### config.mk
export PLATFORM = sky130hd
export DESIGN_NAME = cof_fault_bank
export DESIGN_NICKNAME = d
export VERILOG_FILES = /design/src/verilog/cof_pkg.sv /design/src/verilog/cof_flag_cell.sv /design/src/verilog/cof_fault_bank.sv
export VERILOG_INCLUDE_DIRS = /design/src /design/src/verilog
export SDC_FILE = /design/constraint.sdc
export NUM_CORES = 1
export LEC_CHECK = 0
export BUFFER_PORTS_ARGS = -buffer_cell sky130_fd_sc_hd__buf_2
export CAP_MARGIN = 10
export CORE_ASPECT_RATIO = 1.25
export CORE_UTILIZATION = 52
export DETAILED_ROUTE_END_ITERATION = 7
export PLACE_DENSITY = 0.77
export REMOVE_ABC_BUFFERS = 1
export SLEW_MARGIN = 20
export SYNTH_ARGS = -nofsm -noshare
export SYNTH_HDL_FRONTEND = slang
export SYNTH_HIERARCHICAL = 1
export SYNTH_SLANG_ARGS = --single-unit
### constraint.sdc
create_clock -name pclk -period 2.45 [get_ports pclk]
set_input_delay 0.245 -clock pclk [delete_from_list [all_inputs] [get_ports pclk]]
set_output_delay 0.245 -clock pclk [all_outputs]
set_load 0.005 [all_outputs]
### src/verilog/cof_consts.svh
// constants for the channel fault flag register bank
// included by the package users; definitions only
`ifndef COF_CONSTS_SVH
`define COF_CONSTS_SVH

`define COF_CH_N            4
// register addresses on the apb slave; byte addresses except overload and open wire, which are word indices
`define COF_ADDR_CONFIG     8'h00
`define COF_ADDR_OVERLOAD   8'h04
`define COF_ADDR_OPEN_WIRE  8'h05
`define COF_ADDR_GLOBAL     8'h08
`define COF_ADDR_IRQ_STATUS 8'h0c
`define COF_ADDR_IRQ_MASK   8'h18
// values 0x04 and 0x05 are word indices, not byte offsets: byte address is four times index
`define COF_BYTE_ADDR(idx)  ((idx) << 2)
// field positions
`define COF_HI_LSB          4
`define COF_LO_LSB          0
`define COF_LATCH_BIT       0
`define COF_GLB_CL_BIT      1
`define COF_GLB_OW_BIT      2
// reset values
`define COF_FLAGS_RST       8'h00
`define COF_CONFIG_RST      8'h00
`define COF_MASK_RST        4'h0
// above-supply stretch time
`define COF_STRETCH_US      10700
`define COF_CLK_MHZ         40
`define COF_STRETCH_CYC     (`COF_STRETCH_US * `COF_CLK_MHZ)

`endif

### src/verilog/cof_pkg.sv
// types for the channel fault flag register bank
// constants live in cof_consts.svh
package cof_pkg;
    typedef struct packed {
        logic [3:0] current_limit;
        logic [3:0] thermal_overload;
        logic [3:0] above_supply;
        logic [3:0] open_wire_offstate;
    } cof_cond_t;

    typedef struct packed {
        logic [3:0] high_side_mode;
        logic [3:0] switch_on;
    } cof_chan_mode_t;

    typedef struct packed {
        logic [7:0] overload;
        logic [7:0] open_wire;
    } cof_flags_t;
endpackage : cof_pkg

### src/verilog/cof_flag_cell.sv
// one fault flag with real-time or latched behaviour
// cond is synchronous to pclk; rd_clr pulses on a read of its register
`timescale 1ns/1ps
module cof_flag_cell (
    // clock and reset
    input  wire logic pclk,
    input  wire logic presetn,
    // control
    input  wire logic latch_en,
    input  wire logic rd_clr,
    input  wire logic cond,
    // flag
    output logic      flag
);
    always_ff @(posedge pclk or negedge presetn) begin
        if (!presetn) begin
            flag <= 1'b0;
        end else if (!latch_en) begin
            flag <= cond;
        end else if (cond) begin
            flag <= 1'b1;                       // set wins over read clear
        end else if (rd_clr) begin
            flag <= 1'b0;
        end
    end
endmodule : cof_flag_cell

### src/verilog/cof_fault_bank.sv
// per-channel overload and open-wire fault flag registers with apb access
// fault conditions arrive synchronous to pclk from the channel analog blocks
//
// Contract
// - overload bits 7..4 flag current limiting per channel, bit 7 for channel 4.
// - overload bits 3..0 flag thermal overload per channel, bit 3 for channel 4.
// - with latch select 0 every flag except the stretched above-supply ones follows its condition in real time.
// - with latch select 1 a current-limit flag clears only on an overload read without limiting.
// - with latching a thermal flag clears on an overload read only if the overload has ended.
// - open-wire bits 7..4 flag a line above its supply, bit 7 for channel 4.
// - an above-supply flag stays set for at least the stretch time in either mode.
// - with latching, open-wire register flags clear only on its read with the fault absent.
// - open-wire bits 3..0 report open wire only for off high-side channels, else 0.
// - the global current-limit summary is the or of the four current-limit flags.
// - the global open-wire summary is the or of the four open-wire flags.
`timescale 1ns/1ps
`include "cof_consts.svh"
module cof_fault_bank (
    // apb clock and reset
    input  wire logic                   pclk,
    input  wire logic                   presetn,
    // apb slave
    input  wire logic                   psel,
    input  wire logic                   penable,
    input  wire logic                   pwrite,
    input  wire logic [7:0]             paddr,
    input  wire logic [31:0]            pwdata,
    output logic      [31:0]            prdata,
    output logic                        pready,
    output logic                        pslverr,
    // channel conditions
    input  wire cof_pkg::cof_cond_t      cond,
    input  wire cof_pkg::cof_chan_mode_t chan_mode,
    // summaries and interrupt
    output logic                        global_current_limit_summary,
    output logic                        global_open_wire_summary,
    output logic                        irq
);
    localparam int STRETCH_CYC = `COF_STRETCH_CYC;

    cof_pkg::cof_flags_t flags;
    logic [7:0]  global_config_one_reg;
    logic [3:0]  irq_status_reg;
    logic [3:0]  irq_mask_reg;
    logic [3:0]  stretch_active;
    logic [19:0] stretch_cnt [4];
    logic [3:0]  above_eff;
    logic [3:0]  ow_eff;
    logic        fault_latch_select;
    logic        acc;
    logic        rd_ovl;
    logic        rd_ow;
    logic        addr_ok;
    logic        wr;
    logic [3:0]  ev;

    function automatic logic [7:0] byte_addr(input logic [5:0] idx);
        byte_addr = {idx, 2'b00};
    endfunction : byte_addr

    assign fault_latch_select = global_config_one_reg[`COF_LATCH_BIT];
    assign acc    = psel && penable;
    // writes and read clears only at the completing edge of the access
    assign wr     = acc && pready && pwrite;
    assign rd_ovl = acc && pready && !pwrite && paddr == byte_addr(6'(`COF_ADDR_OVERLOAD));
    assign rd_ow  = acc && pready && !pwrite && paddr == byte_addr(6'(`COF_ADDR_OPEN_WIRE));
    assign addr_ok = paddr == `COF_ADDR_CONFIG || paddr == `COF_ADDR_GLOBAL
                  || paddr == `COF_ADDR_IRQ_STATUS || paddr == `COF_ADDR_IRQ_MASK
                  || paddr == byte_addr(6'(`COF_ADDR_OVERLOAD))
                  || paddr == byte_addr(6'(`COF_ADDR_OPEN_WIRE));

    // open wire only sensed on off high-side channels
    assign ow_eff = cond.open_wire_offstate & chan_mode.high_side_mode
                  & ~chan_mode.switch_on;

    // stretch keeps the above-supply condition alive even when it vanishes early
    genvar g;
    generate
        for (g = 0; g < `COF_CH_N; g++) begin : g_ch
            always_ff @(posedge pclk or negedge presetn) begin
                if (!presetn) begin
                    stretch_cnt[g] <= 20'h00000;
                end else if (cond.above_supply[g]) begin
                    stretch_cnt[g] <= 20'(STRETCH_CYC - 1);
                end else if (stretch_cnt[g] != 20'h00000) begin
                    stretch_cnt[g] <= stretch_cnt[g] - 20'h00001;
                end
            end
            assign stretch_active[g] = stretch_cnt[g] != 20'h00000;
            assign above_eff[g] = cond.above_supply[g] | stretch_active[g];

            cof_flag_cell u_cl (
                .pclk     (pclk),
                .presetn  (presetn),
                .latch_en (fault_latch_select),
                .rd_clr   (rd_ovl && prdata[`COF_HI_LSB + g]),      // clear only what was seen
                .cond     (cond.current_limit[g]),
                .flag     (flags.overload[`COF_HI_LSB + g])
            );
            cof_flag_cell u_ot (
                .pclk     (pclk),
                .presetn  (presetn),
                .latch_en (fault_latch_select),
                .rd_clr   (rd_ovl && prdata[`COF_LO_LSB + g]),
                .cond     (cond.thermal_overload[g]),
                .flag     (flags.overload[`COF_LO_LSB + g])
            );
            cof_flag_cell u_as (
                .pclk     (pclk),
                .presetn  (presetn),
                .latch_en (fault_latch_select),
                .rd_clr   (rd_ow && prdata[`COF_HI_LSB + g]),
                .cond     (above_eff[g]),
                .flag     (flags.open_wire[`COF_HI_LSB + g])
            );
            cof_flag_cell u_ow (
                .pclk     (pclk),
                .presetn  (presetn),
                .latch_en (fault_latch_select),
                .rd_clr   (rd_ow && prdata[`COF_LO_LSB + g]),
                .cond     (ow_eff[g]),
                .flag     (flags.open_wire[`COF_LO_LSB + g])
            );
        end
    endgenerate

    // configuration register
    always_ff @(posedge pclk or negedge presetn) begin
        if (!presetn) begin
            global_config_one_reg <= `COF_CONFIG_RST;
        end else if (wr && paddr == `COF_ADDR_CONFIG) begin
            global_config_one_reg <= pwdata[7:0];
        end
    end

    // interrupt events: rising of the any-bit of each four-flag field: current limit, open wire, thermal, above supply
    logic [3:0] ev_prev;
    assign ev = {|flags.open_wire[7:4], |flags.overload[3:0],
                 |flags.open_wire[3:0], |flags.overload[7:4]};

    always_ff @(posedge pclk or negedge presetn) begin
        if (!presetn) begin
            ev_prev <= 4'h0;
        end else begin
            ev_prev <= ev;
        end
    end

    always_ff @(posedge pclk or negedge presetn) begin
        if (!presetn) begin
            irq_status_reg <= 4'h0;
        end else if (wr && paddr == `COF_ADDR_IRQ_STATUS) begin
            irq_status_reg <= (irq_status_reg & ~pwdata[3:0]) | (ev & ~ev_prev);
        end else begin
            irq_status_reg <= irq_status_reg | (ev & ~ev_prev);
        end
    end

    always_ff @(posedge pclk or negedge presetn) begin
        if (!presetn) begin
            irq_mask_reg <= `COF_MASK_RST;
        end else if (wr && paddr == `COF_ADDR_IRQ_MASK) begin
            irq_mask_reg <= pwdata[3:0];
        end
    end

    always_ff @(posedge pclk or negedge presetn) begin
        if (!presetn) begin
            irq <= 1'b0;
        end else begin
            irq <= |(irq_status_reg & irq_mask_reg);
        end
    end

    // summaries registered one cycle behind the flags
    always_ff @(posedge pclk or negedge presetn) begin
        if (!presetn) begin
            global_current_limit_summary <= 1'b0;
            global_open_wire_summary     <= 1'b0;
        end else begin
            global_current_limit_summary <= |flags.overload[7:4];
            global_open_wire_summary     <= |flags.open_wire[3:0];
        end
    end

    // apb: setup then access; answer one cycle into the access phase
    always_ff @(posedge pclk or negedge presetn) begin
        if (!presetn) begin
            pready  <= 1'b0;
            pslverr <= 1'b0;
        end else begin
            pready  <= psel && penable && !pready;
            pslverr <= psel && penable && !pready && !addr_ok;
        end
    end

    // read data captured in the first access cycle; the completing edge then clears
    // only flags captured as set, so a fault arriving mid-read survives
    always_ff @(posedge pclk or negedge presetn) begin
        if (!presetn) begin
            prdata <= 32'h00000000;
        end else if (psel && penable && !pready && !pwrite) begin
            unique case (paddr)
                `COF_ADDR_CONFIG:     prdata <= {24'h000000, global_config_one_reg};
                `COF_ADDR_GLOBAL:     prdata <= {29'h0,
                                                 global_open_wire_summary,
                                                 global_current_limit_summary, 1'b0};
                `COF_ADDR_IRQ_STATUS: prdata <= {28'h0000000, irq_status_reg};
                `COF_ADDR_IRQ_MASK:   prdata <= {28'h0000000, irq_mask_reg};
                default: begin
                    if (paddr == byte_addr(6'(`COF_ADDR_OVERLOAD))) begin
                        prdata <= {24'h000000, flags.overload};
                    end else if (paddr == byte_addr(6'(`COF_ADDR_OPEN_WIRE))) begin
                        prdata <= {24'h000000, flags.open_wire};
                    end else begin
                        prdata <= 32'h00000000;
                    end
                end
            endcase
        end
    end
endmodule : cof_fault_bank

==> key figures <==
Floorplan
  – Die area: 13,400 um2
  – I/O pins: around 110
  – Starting density of the core: 0.532
  – Die X-Extent: 104 um
  – Die Span Y: between 100 and 150 um
  – Row count: 46
  – Core Box Area: 12,700 um2

Logic synthesis
  – Number of flops mapped to enable cells by yosys: 0
  – Syn Area/Cell: 9.58 um2
  – Ys flop type: dfrtp_1
  – Sequential area share after synthesis: 0.472
  – Synth top area share: 0.472
  – Synth warn: 6
  – Yosys reg bits: 127
  – Synthesized cell area: 6730 um2
  – Top post-synthesis cells by area: dfrtp_1 (47%), xor2_1 (4.3%), nor2_1 (4.0%)
  – Ys async rst share: 1.00
  – Synth cell types: 58
  – Post-Synthesis Cells: 703
  – Yosys top cell by area: dfrtp_1

Placement
  – Hpwl dp: 10,500 um
  – Placed insts: 933
  – Routability congestion estimate: 0.865
  – Count of input and output buffers: 57
  – Setup slack at placement: 0.0740 ns

Pwr
  – Leakage: between 3 and 4 nW
  – Peak VDD IR: 0.337 mV
  – PwrDens: just over 600 nW/um2

STA
  – Worst Tran Pin Value: 0.761 ns
  – Layout Skew: 0.00769 ns
  – Slew headroom: 0.493
  – Max Slew Vio Count: 0
  – Final hold vios: 0
  – Max Freq: approximately 420 MHz
  – Fin crit period: 2.40 ns
  – Period utilization: 0.979
  – Final setup violation count: 0
  – Unrepaired setup endpoints after global routing: no
  – TNS Setup: 0 ns
  – Final worst setup slack: approximately 0.053 ns

Route
  – DR WL/cell: roughly 16 um
  – DRC viols: 0
  – Vias per cell: 5.69
  – DRT Wirelength: ~15,000 um
  – Via count: about 5,500
  – DR pass1 iterations: 5
  – Initial drt markers: between 300 and 400
  – DRT antenna net count: 0

Setup path
  – CP Max Fanout: 7
  – Worst EP required: around 2.7 ns
  – Reg2reg start: stretch_cnt[47]$_DFFE_PN0P_
  – Worst Setup End Kind: flip-flop
  – CP peak stage delay: between 0.4 and 0.5 ns
  – Cells on worst reg2reg path: 5
  – Total stage count of the critical path: 5
  – Critical path class: reg2reg
  – Crit path max-delay family: simple AND/OR/NAND/NOR gates
  – Crit-path cells: or3_1, or4_4, a311o_2, nor4_1, mux2_1
  – Crit. Startpoint: stretch_cnt[47]$_DFFE_PN0P_
  – Crit path DAT: 2.68 ns
  – CP max-delay cell: or4_4
  – Buf+Inv Stages, Crit Path: 0
  – Worst setup SP type: flip-flop

Clocking
  – Worst skew pair latency: 0.41 ns
  – Clk root buf: clkbuf_16
  – CTS tree: done
  – Clk buf depth: 2
  – Inserted Clock Buffers: 17
  – H-tree levels: 4
  – Reg clk slew, reported paths: 0.05 ns
  – CTS Sinks: 127

Cells and area
  – Layout cells sized above 1: 0.197
  – Fin nets: roughly 860
  – Non-Filler Instances: 965
  – Area grow syn2layout: 17.2%
  – Largest register FFs: 80

Global route
  – First-pass GRT wire length: 25,600 um
  – GRT Overall Usage: 0.240
  – Initial antenna violation count: 1
  – Grt total ovfl: 0
  – Vias in the first global route: 5,532
  – Pin count of the biggest net entering global routing: between 50 and 60

Status
  – Status: complete, no violations

Worst hold path
  – Worst hold path type: in2reg
  – Worst min-delay path startpoint: cond[11]
  – Hold path depth: 2

Flow run
  – Max-cap violations: 0
==> path summary, 6_finish.rpt <==
path | end | slack, ns
worst min-delay path | g_ch[3].u_ot/flag$_DFFE_PN0P_ | 0.05
worst max-delay path | stretch_cnt[53]$_DFFE_PN0P_ | 0.05
worst min register to register | global_config_one_reg[3]$_DFFE_PN0P_ | 0.51
min in group asynchronous | stretch_cnt[22]$_DFFE_PN0P_ | 0.45
worst max register to register | stretch_cnt[53]$_DFFE_PN0P_ | 0.05
max in group asynchronous | stretch_cnt[56]$_DFFE_PN0P_ | 1.31
==> placed cells by master (no fill, tap or decap), drive strengths merged, types with 15 or more instances in the layout <==
| master | netlist | routed |
|---|---|---|
| a21oi | 27 | 27 |
| o21bai | 17 | 17 |
| nor3 | 31 | 31 |
| and2 | 17 | 17 |
| nor4 | 15 | 15 |
| or4 | 20 | 20 |
| inv | 22 | 22 |
| nand3 | 15 | 15 |
| buf | 27 | 85 |
| nor2 | 72 | 72 |
| nand2b | 17 | 17 |
| conb | 1 | 24 |
| or3 | 17 | 17 |
| clkbuf | 18 | 22 |
| xor2 | 33 | 33 |
| dfrtp | 127 | 127 |
| nand2 | 59 | 59 |
| mux2 | 16 | 16 |
| o21ai | 31 | 31 |
==> worst register-to-register path: cells and delay by family, from the launching register on <==
kind            cells  cell delay [ns]
simple gates        3             1.09
compound gates      1             0.43
flops               1             0.39
mux                 1             0.36
==> synth_stat cells (all sizes together) (18+ instances only) <==
master    n
nand2    59
dfrtp   127
xor2     33
buf      27
o21ai    31
or4      20
nor3     31
inv      22
a21oi    27
clkbuf   18
nor2     72
==> power by group <==
part / internal (mW) / switching, mW / leakage (nW)
Sequential: 2.13 / 0.0304 / 1.44
Clock: 1.55 / 0.856 / 0.277
Combinational: 0.0963 / 0.163 / 1.49
==> per-stage QoR <==
step	instance area [um2]	util	total power, mW	hold slack, ns
after floorplan	6560	-	2.30	-0.0506
after global placement	7280	0.575	2.44	0.352
after detailed placement	7280	0.575	2.46	0.365
after CTS	7860	0.620	4.86	0.0311
after global routing	7890	0.623	5.00	0.0471
final	7890	0.623	4.83	0.0475
==> repair_timing <==
item                                   in CTS  in global routing
resized for setup                           0                  3
hold buffers                                1                  0
endpoints found under the hold margin      55                  0
setup buffers                               0                  1
setup endpoints to repair                   0                  7
==> routing by layer <==
layer	track usage	part of all wire	wire, um	up-vias
met5	0	0	0	-
met2	0.415	0.50	7600	164
met1	0.284	0.42	6270	2674
met3	0.0483	0.042	638	43
li1	-	-	-	2612
met4	0.128	0.039	586	0
==> final cells by class <==
type,instances,area (um2)
repair buffers,86,533
multi-input cells,532,3320
well taps,168,210
fillers,1056,4770
diodes,1,2.50
inverters,22,82.6
clock buffers,22,474
clock inverters,7,87.6
flip-flops and latches,127,3180
==> kinds of logic (layout without fill, tap and decap cells) <==
family	Yosys count	count (layout)	synth area share
simple gates	315	315	0.254
mux	25	25	0.0401
compound gates	120	120	0.116
xor+xnor	40	40	0.0520
fa+ha+maj	8	8	0.0149
other cells	1	25	0.000557
buf+inv	67	137	0.0509
flops	127	127	0.472
Power figures use the tool's default switching activity.
